--- src/hdl/sfb_pkg.sv ---
// shared types and constants for the frame, bound, push, multiply and shift execution unit
package sfb_pkg;

  // ==========================================================================
  // operations handed over by decode
  typedef enum logic [3:0] {
    op_frame_release,
    op_bound_check,
    op_push_imm,
    op_signed_multiply_imm,
    op_shift_arith_left_imm,
    op_shift_logical_left_imm,
    op_shift_arith_right_imm,
    op_shift_logical_right_imm,
    op_rotate_left_imm,
    op_rotate_right_imm,
    op_rotate_carry_left_imm,
    op_rotate_carry_right_imm
  } sfb_op_t;

  // ==========================================================================
  // constants
  localparam logic [7:0] SFB_VEC_BOUNDS = 8'h05;
  localparam logic [7:0] SFB_VEC_INVALID_OP = 8'h06;
  localparam logic [7:0] SFB_COUNT_MASK = 8'h1f;
  localparam logic [15:0] SFB_WORD_BYTES = 16'h0002;
  localparam logic [15:0] SFB_LIMIT_HI_OFS = 16'h0002;
  localparam logic [15:0] SFB_WORD_RST = 16'h0000;
  localparam logic [4:0] SFB_COUNT_RST = 5'h00;

  // ==========================================================================
  // carriers
  typedef struct packed {
    sfb_op_t op;
    logic wide;
    logic src_mem;
    logic limit_reg_form;
    logic [15:0] reg_val;
    logic [15:0] ea;
    logic [15:0] imm;
    logic carry_flag;
    logic [15:0] sp;
    logic [15:0] frame_base_pointer;
  } sfb_cmd_t;

  typedef struct packed {
    logic req;
    logic we;
    logic wide;
    logic [15:0] addr;
    logic [15:0] wdata;
  } sfb_mem_t;

  typedef struct packed {
    logic [15:0] result;
    logic wr_reg;
    logic carry_flag;
    logic [15:0] sp;
    logic [15:0] frame_base_pointer;
    logic exc;
    logic [7:0] exc_vec;
  } sfb_res_t;

endpackage

--- src/hdl/sfb_exec.sv ---
// execution unit for frame release, bound check, push immediate, immediate multiply and shifts
`timescale 1ns/1ns

// How it works
// - release: sp from frame base, then pop base
// - bound: signed compare, outside raises type 5
// - lower limit at ea, upper at ea+2
// - register-form limit raises invalid opcode instead
// - push immediate byte is sign extended
// - multiply: sign extend byte, keep low 16
// - multiplier from register or memory
// - shift count ANDed with 1fh
// - arithmetic left shift fills zeros
// - logical left equals arithmetic left
// - arithmetic right refills original sign
// - logical right treated as arithmetic right
// - rotate left: msb into lsb
// - rotate right: lsb into msb
// - rotate carry left: carry in, msb out
// - rotate carry right: carry in, lsb out
module sfb_exec (
  // clock and reset
  input wire logic clock_i,
  input wire logic reset_i,
  // command from decode
  input wire logic cmd_valid_i,
  output logic cmd_ready_o,
  input sfb_pkg::sfb_cmd_t cmd_i,
  // memory port
  output sfb_pkg::sfb_mem_t mem_o,
  input wire logic mem_ack_i,
  input wire logic [15:0] mem_rdata_i,
  // completion
  output logic done_o,
  output sfb_pkg::sfb_res_t res_o
);
  import sfb_pkg::*;

  // ==========================================================================
  // helpers
  function automatic logic [15:0] sext_imm(input logic [15:0] imm, input logic wide);
    sext_imm = wide ? imm : {{8{imm[7]}}, imm[7:0]};
  endfunction

  function automatic logic [4:0] masked_count(input logic [15:0] imm);
    logic [7:0] m;
    m = imm[7:0] & SFB_COUNT_MASK;
    masked_count = m[4:0];
  endfunction

  function automatic logic [15:0] mul_low(input logic [15:0] a, input logic [15:0] b);
    logic signed [31:0] p;
    p = $signed(a) * $signed(b);
    mul_low = p[15:0];
  endfunction

  function automatic logic is_shift(input sfb_op_t op);
    is_shift = (op != op_frame_release) && (op != op_bound_check) &&
               (op != op_push_imm) && (op != op_signed_multiply_imm);
  endfunction

  // one single-bit step; returns {carry, value}, value kept to operand width
  function automatic logic [16:0] step(input sfb_op_t op, input logic [15:0] v, input logic carry_in,
                                       input logic wide);
    logic msb;
    logic [15:0] r;
    logic c;
    msb = wide ? v[15] : v[7];
    r = v;
    c = carry_in;
    case (op)
      op_shift_arith_left_imm, op_shift_logical_left_imm: begin
        c = msb;
        r = {v[14:0], 1'b0};
      end
      op_shift_arith_right_imm, op_shift_logical_right_imm: begin
        c = v[0];
        r = wide ? {v[15], v[15:1]} : {8'h00, v[7], v[7:1]};
      end
      op_rotate_left_imm: begin
        c = msb;
        r = wide ? {v[14:0], v[15]} : {8'h00, v[6:0], v[7]};
      end
      op_rotate_right_imm: begin
        c = v[0];
        r = wide ? {v[0], v[15:1]} : {8'h00, v[0], v[7:1]};
      end
      op_rotate_carry_left_imm: begin
        c = msb;
        r = wide ? {v[14:0], carry_in} : {8'h00, v[6:0], carry_in};
      end
      op_rotate_carry_right_imm: begin
        c = v[0];
        r = wide ? {carry_in, v[15:1]} : {8'h00, carry_in, v[7:1]};
      end
      default: begin
        c = carry_in;
        r = v;
      end
    endcase
    step = {c, wide ? r : {8'h00, r[7:0]}};
  endfunction

  // ==========================================================================
  // state
  typedef enum logic [2:0] {st_idle, st_read_a, st_read_b, st_shift, st_write, st_done} sfb_state_t;

  sfb_state_t state_r;
  sfb_state_t state_nxt;
  sfb_cmd_t cmd_r;
  sfb_mem_t mem_r;
  logic [15:0] val_r;
  logic [15:0] lim_lo_r;
  logic [15:0] result_r;
  logic [15:0] sp_r;
  logic [15:0] fbp_r;
  logic [4:0] cnt_r;
  logic carry_r;
  logic exc_r;
  logic [7:0] vec_r;
  logic wr_reg_r;
  logic accept;
  logic [16:0] step_out;

  assign accept = cmd_valid_i && (state_r == st_idle);
  assign cmd_ready_o = (state_r == st_idle);
  assign done_o = (state_r == st_done);
  assign mem_o = mem_r;
  assign step_out = step(cmd_r.op, val_r, carry_r, cmd_r.wide);
  assign res_o = '{result: result_r, wr_reg: wr_reg_r, carry_flag: carry_r, sp: sp_r,
                   frame_base_pointer: fbp_r, exc: exc_r, exc_vec: vec_r};

  // ==========================================================================
  // sequencing
  always_comb begin
    state_nxt = state_r;
    case (state_r)
      st_idle: begin
        if (cmd_valid_i) begin
          case (cmd_i.op)
            op_frame_release: state_nxt = st_read_a;
            op_bound_check: state_nxt = cmd_i.limit_reg_form ? st_done : st_read_a;
            op_push_imm: state_nxt = st_write;
            op_signed_multiply_imm: state_nxt = cmd_i.src_mem ? st_read_a : st_done;
            default: state_nxt = cmd_i.src_mem ? st_read_a : st_shift;
          endcase
        end
      end
      st_read_a: begin
        if (mem_ack_i) begin
          case (cmd_r.op)
            op_bound_check: state_nxt = st_read_b;
            op_frame_release, op_signed_multiply_imm: state_nxt = st_done;
            default: state_nxt = st_shift;
          endcase
        end
      end
      st_read_b: if (mem_ack_i) state_nxt = st_done;
      st_shift: if (cnt_r == SFB_COUNT_RST) state_nxt = cmd_r.src_mem ? st_write : st_done;
      st_write: if (mem_ack_i) state_nxt = st_done;
      st_done: state_nxt = st_idle;
      default: state_nxt = st_idle;
    endcase
  end

  always_ff @(posedge clock_i) begin
    if (reset_i) begin
      state_r <= st_idle;
    end else begin
      state_r <= state_nxt;
    end
  end

  // ==========================================================================
  // memory port
  always_ff @(posedge clock_i) begin
    if (reset_i) begin
      mem_r <= '0;
    end else begin
      case (state_r)
        st_idle: begin
          if (cmd_valid_i) begin
            case (cmd_i.op)
              op_frame_release: mem_r <= '{req: 1'b1, we: 1'b0, wide: 1'b1,
                                          addr: cmd_i.frame_base_pointer, wdata: SFB_WORD_RST};
              op_bound_check: mem_r <= '{req: !cmd_i.limit_reg_form, we: 1'b0, wide: 1'b1,
                                        addr: cmd_i.ea, wdata: SFB_WORD_RST};
              op_push_imm: mem_r <= '{req: 1'b1, we: 1'b1, wide: 1'b1,
                                     addr: cmd_i.sp - SFB_WORD_BYTES, wdata: sext_imm(cmd_i.imm, cmd_i.wide)};
              default: mem_r <= '{req: cmd_i.src_mem, we: 1'b0, wide: cmd_i.wide,
                                 addr: cmd_i.ea, wdata: SFB_WORD_RST};
            endcase
          end
        end
        st_read_a: begin
          if (mem_ack_i) begin
            if (cmd_r.op == op_bound_check) begin
              mem_r.addr <= cmd_r.ea + SFB_LIMIT_HI_OFS;
            end else begin
              mem_r.req <= 1'b0;
            end
          end
        end
        st_shift: begin
          // memory destinations are written back only once the last step is done
          if (cnt_r == SFB_COUNT_RST && cmd_r.src_mem) begin
            mem_r <= '{req: 1'b1, we: 1'b1, wide: cmd_r.wide, addr: cmd_r.ea, wdata: val_r};
          end
        end
        default: if (mem_ack_i) mem_r.req <= 1'b0;
      endcase
    end
  end

  // ==========================================================================
  // datapath
  always_ff @(posedge clock_i) begin
    if (reset_i) begin
      cmd_r <= '0;
      val_r <= SFB_WORD_RST;
      lim_lo_r <= SFB_WORD_RST;
      result_r <= SFB_WORD_RST;
      sp_r <= SFB_WORD_RST;
      fbp_r <= SFB_WORD_RST;
      cnt_r <= SFB_COUNT_RST;
      carry_r <= 1'b0;
      exc_r <= 1'b0;
      vec_r <= 8'h00;
      wr_reg_r <= 1'b0;
    end else begin
      case (state_r)
        st_idle: begin
          if (cmd_valid_i) begin
            cmd_r <= cmd_i;
            carry_r <= cmd_i.carry_flag;
            fbp_r <= cmd_i.frame_base_pointer;
            cnt_r <= masked_count(cmd_i.imm);
            val_r <= cmd_i.wide ? cmd_i.reg_val : {8'h00, cmd_i.reg_val[7:0]};
            exc_r <= 1'b0;
            vec_r <= 8'h00;
            wr_reg_r <= (cmd_i.op == op_signed_multiply_imm) || (is_shift(cmd_i.op) && !cmd_i.src_mem);
            result_r <= mul_low(cmd_i.reg_val, sext_imm(cmd_i.imm, cmd_i.wide));
            case (cmd_i.op)
              op_frame_release: sp_r <= cmd_i.frame_base_pointer;
              op_push_imm: sp_r <= cmd_i.sp - SFB_WORD_BYTES;
              default: sp_r <= cmd_i.sp;
            endcase
            if (cmd_i.op == op_bound_check && cmd_i.limit_reg_form) begin
              exc_r <= 1'b1;
              vec_r <= SFB_VEC_INVALID_OP;
            end
          end
        end
        st_read_a: begin
          if (mem_ack_i) begin
            case (cmd_r.op)
              op_frame_release: begin
                fbp_r <= mem_rdata_i;
                sp_r <= sp_r + SFB_WORD_BYTES;
              end
              op_bound_check: lim_lo_r <= mem_rdata_i;
              op_signed_multiply_imm: result_r <= mul_low(mem_rdata_i, sext_imm(cmd_r.imm, cmd_r.wide));
              default: val_r <= cmd_r.wide ? mem_rdata_i : {8'h00, mem_rdata_i[7:0]};
            endcase
          end
        end
        st_read_b: begin
          if (mem_ack_i) begin
            // lower limit first, upper limit second; both signed
            exc_r <= ($signed(cmd_r.reg_val) < $signed(lim_lo_r)) ||
                     ($signed(cmd_r.reg_val) > $signed(mem_rdata_i));
            vec_r <= SFB_VEC_BOUNDS;
          end
        end
        st_shift: begin
          // one bit per cycle: at most 31 steps, so a shift never stalls long
          if (cnt_r != SFB_COUNT_RST) begin
            {carry_r, val_r} <= step_out;
            cnt_r <= cnt_r - 5'h01;
          end else begin
            result_r <= val_r;
          end
        end
        default: begin
        end
      endcase
    end
  end
endmodule

--- config.mk ---
export PLATFORM = sky130hd
export DESIGN_NAME = sfb_exec
export DESIGN_NICKNAME = d
export VERILOG_FILES = /design/src/hdl/sfb_pkg.sv /design/src/hdl/sfb_exec.sv
export SDC_FILE = /design/constraint.sdc
export NUM_CORES = 1
export LEC_CHECK = 0
export ABC_AREA = 1
export CAP_MARGIN = 20
export CORE_MARGIN = 1
export CORE_UTILIZATION = 55
export DETAILED_ROUTE_END_ITERATION = 8
export DONT_BUFFER_PORTS = 1
export PLACE_DENSITY_LB_ADDON = 0.15
export RECOVER_POWER = 100
export SETUP_SLACK_MARGIN = 0.02
export SLEW_MARGIN = 20
export SYNTH_ARGS = -nofsm -noshare
export SYNTH_HDL_FRONTEND = slang
export SYNTH_SLANG_ARGS = --single-unit
--- constraint.sdc ---
create_clock -name clock_i -period 6.42 [get_ports clock_i]
set_clock_uncertainty 0.1 [all_clocks]
set_input_delay 1.284 -clock clock_i [delete_from_list [all_inputs] [get_ports clock_i]]
set_output_delay 1.284 -clock clock_i [all_outputs]
set_load 0.01 [all_outputs]
==> reports/metrics.yaml, run 1 <==
synth:
  synthMuxAreaShare: 0
  yosys_register_bits: 183
  yosysWarnings: 0
  synth_fa_ha_area_frac: 0.268
  synth_xor_area_frac: 0.0104
  synth_compound_area_frac: 0.165
  synth.cell_area_um2: 19400
  synthFlopType: "dfxtp_1"
  ys_types: 63
  synthCells: 2838
  seq_area_frac_synth: 0.189
  synth_edf_count: 0
  async_reset_ff_frac: 0
  synth-simple-area-share: 0.220
  syn_avg_cell_area_um2: 6.84
  synth_top_family_by_area: "adder cells"
die:
  rows: 68
  dieWidth_um: 190
  start_util: 0.561
  die_h_um: 190
  ios: 204
  core_area_um2: 34600
  dieArea_um2: 36100
power_and_ir_drop:
  p_per_area_nw_per_um2: 534
  p_clk_frac: 0.104
  p_sw_frac: 0.551
  pwr-share-comb: 0.710
  power_leakage_nw: 10.5
  power_switching_mw: 5.90
  p_int_mw: 4.81
  ir_worst_vdd_mv: 0.452
  seqPwrFrac: 0.186
outcome:
  failed_checks: "max-capacitance violations, max-slew violations"
  run_status: "finished with violations"
clock_tree:
  clock_latency_ns: 0.46
  clk_pin_slew_ns: 0.08
  cts_sinks: 183
  cts_tree: "built"
  clockBufferDepth: 2
  htreeDepth: 4
  cts_root_buf: "clkbuf_16"
  post_cts_buffers: 0
  cts-buffers-inserted: 17
  cts_hold_buffers: 0
layout:
  drive_gt1_frac: 0.0371
  area_growth_pct: 3.26
  nets: 3168
route:
  vias_per_cell: 5.74
  ant_nets: 0
  first_pass_iters: 6
  wl_mm: 63.0
  vias: 18417
  drt_iter0_drc: 1463
  wl_per_cell_um: 19.6
  drc_errors: 0
timing:
  slew_headroom: -0.935
  period_share: 0.928
  setup_ws_ns: 0.460
  hold_viol: 0
  drv_slew: 234
  rsz0062_at_grt: "no"
  worst_pin_slew_ns: 2.90
  tns_ns: 0
  setup_viol: 0
  whs_ns: 0.364
  fmax_ghz: 0.168
  fin_crit_ns: 5.96
placed_design:
  place_congestion: 0.950
  place_hpwl_mm: 49.2
  dpl_worst_slack_ns: 0.0420
  port_buffers: 0
setup_path:
  path_max_fanout: 14
  r2r_cells: 23
  worst-endpoint-arrival_ns: 6.19
  cp.required_ns: 6.65
  critPathLaunchType: "register"
  endpoint_kind: "register"
  crit_type: "register to register"
hold_path:
  hold_path.class: "register to register"
  min_path_cells: 2
global_route:
  grt_pass1_vias: 18010
  grtUsageTotal: 0.354
  grt-ovfl-total: 0
  grt_max_degree: 74
  antenna_found_initial: 1
  grt_pass1_wl_mm: 98.3
run:
  maxCapViolations: 4
## worst max-delay path, stage by stage, from the launching register on
cell and delay, ns:
dfxtp_1 0.74, nand2_1 0.17, fa_1 0.54, fa_1 0.58, fa_1 0.45, fa_1 0.54, inv_1 0.05, fa_1 0.50
inv_1 0.06, fa_1 0.47, inv_1 0.04, ha_1 0.33, nand2_1 0.11, a21oi_1 0.04, a211oi_1 0.19, nand3_1 0.15
nand2_1 0.09, nand2_1 0.05, a21oi_1 0.16, a21oi_1 0.08, o21ai_0 0.13, nand3_1 0.10, o211ai_1 0.09, inv_1 0.07
## placed cells by master (no fill, tap or decap), types with 16 or more instances in the layout
cell	netlist	layout
a31oi_1	48	48
fa_1	158	158
clkbuf_16	0	17
nor3_1	30	30
inv_1	569	571
dfxtp_1	183	182
nand4_1	17	17
a21oi_1	201	201
a211oi_1	18	19
nand3_1	112	113
buf_4	15	16
nor2_1	171	174
o21ai_0	202	218
nand2_1	641	642
ha_1	163	163
## synth_stat cells (all sizes together), types with 2 or more instances
master | number | area, um^2
a32oi | 2 | 17.5
or2 | 6 | 37.5
a221oi | 9 | 85.1
a21oi | 205 | 1040
nand3 | 113 | 571
o31ai | 4 | 30.0
o21a | 3 | 22.5
a311oi | 5 | 43.8
o2111ai | 3 | 26.3
xnor2 | 10 | 87.6
o22ai | 7 | 50.1
nor3b | 2 | 15.0
clkinv | 2 | 7.51
a41oi | 3 | 26.3
a32o | 3 | 30.0
xor2 | 13 | 114
nand4 | 17 | 106
dfxtp | 183 | 3660
o21bai | 3 | 22.5
a211oi | 23 | 198
nand3b | 4 | 30.0
o21ai | 229 | 1150
a2bb2oi | 2 | 17.5
nor3 | 31 | 160
nor2 | 181 | 748
o221ai | 4 | 35.0
clkbuf | 85 | 319
nor4 | 3 | 25.0
ha | 163 | 2040
a31oi | 48 | 300
nand2 | 659 | 2570
o211ai | 9 | 67.6
a22oi | 2 | 15.0
buf | 56 | 340
fa | 158 | 3160
inv | 582 | 2190
## final cells by class
class	instances	area (um^2)
multi-input combinational	1934	12900
clock buffer	17	425
timing repair buffer	19	133
clock inverter	15	186
inverter	584	2200
tap	455	569
sequential	183	3660
fill	3406	14600
antenna	1	2.50
## power groups by stage
stage | Combinational, mW | Sequential (mW) | Clock, mW
after floorplan | 5.96 | 1.80 | 0
after global placement | 7.45 | 2.01 | 0
after detailed placement | 7.59 | 2.01 | 0
after CTS | 7.65 | 1.99 | 1.12
after global routing | 8.80 | 2.04 | 1.16
final | 7.60 | 2.00 | 1.11
## state kept, by name (all words and copies together) (netlist names)
| signal | cells |
|---|---|
| exc_r | 1 |
| vec_r | 3 |
| carry_r | 1 |
| cmd_r | 54 |
| wr_reg_r | 1 |
| lim_lo_r | 16 |
| val_r | 16 |
| state_r | 3 |
| result_r | 16 |
| cnt_r | 5 |
| sp_r | 16 |
| mem_o | 35 |
| fbp_r | 16 |
## worst paths after layout
kind / slack, ns / endpoint / from
hold reg to reg: 0.36 / lim_lo_r[4] / lim_lo_r[4]
setup reg to reg: 0.46 / result_r[14] / cmd_r[34]
setup / recovery: 0.46 / result_r[14] / cmd_r[34]
hold / removal: 0.36 / lim_lo_r[4] / lim_lo_r[4]
## logic make-up after synthesis
group | count (synthesis)
AOI/OAI and AO/OA | 567
other | 1
and+or+nand+nor | 1018
xor gates and xnor gates | 23
buffers and inverters | 725
adders and majority gates | 321
DFF | 183
## repair_timing
| item | 4_1_cts | 5_1_grt |
|---|---|---|
| setup endpoints to repair | 0 | 2 |
| endpoints found under the hold margin | 0 | 0 |
| gates resized for setup | 0 | 1 |
## per-stage QoR
| stage | power, mW | utilization | std cells | cell area, um^2 |
|---|---|---|---|---|
| after global routing | 12.0 | 0.579 | 3207 | 20000 |
| after global placement | 9.46 | 0.563 | 3175 | 19500 |
| after CTS | 10.8 | 0.581 | 3207 | 20100 |
| final | 10.7 | 0.579 | 3208 | 20000 |
| after floorplan | 7.76 | - | 2842 | 19400 |
| after detailed placement | 9.60 | 0.563 | 3175 | 19500 |
## metal layers
metal | vias to the layer above | part of all wire | wire length, um | global-route usage
met4 | 0 | 0.049 | 3090 | 0.169
li1 | 8734 | - | - | -
met5 | - | 0 | 0 | 0
met2 | 789 | 0.47 | 29500 | 0.591
met1 | 8736 | 0.39 | 24400 | 0.429
met3 | 158 | 0.094 | 5940 | 0.0821
(Power assumes the default switching activity.)
==> inputs of run 2 (changes only) <==
--- a/config.mk
+++ b/config.mk
@@ -11,10 +11,9 @@
 export CORE_UTILIZATION = 55
 export DETAILED_ROUTE_END_ITERATION = 8
 export DONT_BUFFER_PORTS = 1
-export PLACE_DENSITY_LB_ADDON = 0.15
+export PLACE_DENSITY = 0.84
 export RECOVER_POWER = 100
 export SETUP_SLACK_MARGIN = 0.02
-export SLEW_MARGIN = 20
 export SYNTH_ARGS = -nofsm -noshare
 export SYNTH_HDL_FRONTEND = slang
 export SYNTH_SLANG_ARGS = --single-unit
==> reports/metrics.yaml, run 2 (synthesis gave the netlist of run 1 again) <==
clock_tree:
  clock_latency_ns: 0.44
  htreeDepth: 4
  post_cts_buffers: 0
  clk_pin_slew_ns: 0.08
  clockBufferDepth: 2
  cts_hold_buffers: 0
  cts_tree: "built"
  cts_resized: 0
  cts_sinks: 183
  cts-buffers-inserted: 17
  cts_root_buf: "clkbuf_16"
placed_design:
  place_hpwl_mm: 49.7
  port_buffers: 0
  place_congestion: 0.977
  postPlaceCellArea_um2: 19500
route:
  wl_per_cell_um: 19.8
  first_pass_iters: 6
  drt_iter0_drc: 1632
  vias_per_cell: 5.86
  vias: 18808
  wl_mm: 63.5
  ant_nets: 0
  drc_errors: 0
timing:
  hold_viol: 0
  rsz0062_at_grt: "no"
  setup_viol: 0
  drv_slew: 108
  tns_ns: 0
  fmax_ghz: 0.167
  whs_ns: 0.362
  worst_pin_slew_ns: 2.85
  slew_headroom: -0.898
  fin_crit_ns: 5.99
  period_share: 0.933
global_route:
  grt_max_degree: 87
  grt-ovfl-total: 0
  grtUsageTotal: 0.356
  grt_pass1_vias: 18759
  antenna_found_initial: 2
  grt_pass1_wl_mm: 99.3
die:
  dieArea_um2: 36100
  start_util: 0.561
  dieWidth_um: 190
  rows: 68
  core_area_um2: 34600
  die_h_um: 190
  ios: 204
setup_path:
  crit_type: "input port to register"
  crit_path_top_delay_cell: "fa_1"
  cp_top_family: "adder cells"
  path_cells: "inv_4, nand2_4, nand2_1, buf_4, nand2_1, fa_1, inv_1, fa_1, ha_1, fa_1, fa_1, inv_1, fa_1, inv_1, ha_1, nand2_1, nor3_1, nand3_1, o2111ai_1, a21oi_1, o21ai_0, nand3_1, o211ai_1, inv_1"
  worst-endpoint-arrival_ns: 6.23
  endpoint_kind: "register"
  slowest_delay_ns: 0.53
  cp.required_ns: 6.66
  r2r_cells: 14
  crit_top_cell: "fa_1"
  path_depth: 24
  critPathLaunchType: "input port"
  path_buf_inv: 6
  path_max_fanout: 17
layout:
  top_register: "cmd_r"
  final_cell_area_um2: 20100
  mostFrequentLayoutCell: "nand2_1"
  drive_gt1_frac: 0.0388
  largest_reg_flops: 54
  multi_input_area_um2: 12900
  nets: 3173
  final_cell_mix: "nand2_1 (643), inv_1 (571), o21ai_0 (219)"
  antenna_cells: 0
  area_growth_pct: 3.44
  fillers: 3233
  regArea_um2: 3660
power_and_ir_drop:
  ir_worst_vdd_mv: 0.423
  power_leakage_nw: 10.6
  p_per_area_nw_per_um2: 540
  total_power_mw: 10.8
hold_path:
  hold_path.class: "register to register"
  min_path_cells: 2
run:
  maxCapViolations: 2
outcome:
  failed_checks: "max-capacitance violations, max-slew violations"
  run_status: "finished with violations"
==> run 2: cell types whose count changed in the layout (fill, tap and decap cells not counted), sizes merged <==
| cell | change |
|---|---|
| buf | +3 |
| clkbuf | +6 |
| clkinvlp | -4 |
| diode | -1 |
==> run 2: per-stage QoR <==
stage                     instances   util  worst slack [ns]
after floorplan                2842      -            0.0243
after global routing           3212  0.580            0.0382
after global placement         3179  0.564            0.0773
after detailed placement       3179  0.564            0.0373
final                          3212  0.580             0.429
after CTS                      3211  0.581             0.491
==> run 2: cell type report <==
cell class / count / area share
Clock buffer: 21 / 0.0234
Clock inverter: 11 / 0.00555
Inverter: 584 / 0.110
Multi-Input combinational cell: 1934 / 0.641
Sequential cell: 183 / 0.182
Tap cell: 455 / 0.0283
Timing Repair Buffer: 24 / 0.00922
==> run 2: final timing paths <==
kind                                    from  slack (ns)           end
worst min register to register  lim_lo_r[12]        0.36  lim_lo_r[12]
worst min-delay path            lim_lo_r[12]        0.36  lim_lo_r[12]
worst max-delay path               cmd_i[83]        0.43  result_r[14]
worst max register to register    state_r[0]        0.44     mem_o[18]
==> run 2: power breakdown <==
part | internal [mW] | switching, mW | total (mW)
sequential | 1.51 | 0.482 | 1.99
combinational | 2.76 | 5.00 | 7.76
clock | 0.576 | 0.503 | 1.08
total | 4.84 | 5.99 | 10.8
==> run 2: per-layer routing <==
metal	routed length, um	part of all wire	global-route usage	up-vias
met3	6530	0.10	0.0847	245
li1	-	-	-	8752
met1	23700	0.37	0.413	8866
met2	29200	0.46	0.596	941
met4	3990	0.063	0.210	4
met5	24	0.00038	0	-
==> run 2: worst register-to-register path: cells and delay by family, from the launching register on <==
| kind | cells | cell delay, ns |
|---|---|---|
| buffers and inverters | 6 | 3.21 |
| flip-flops | 1 | 0.36 |
| AO/OA/AOI/OAI | 2 | 0.29 |
| AND/OR/NAND/NOR | 6 | 1.89 |
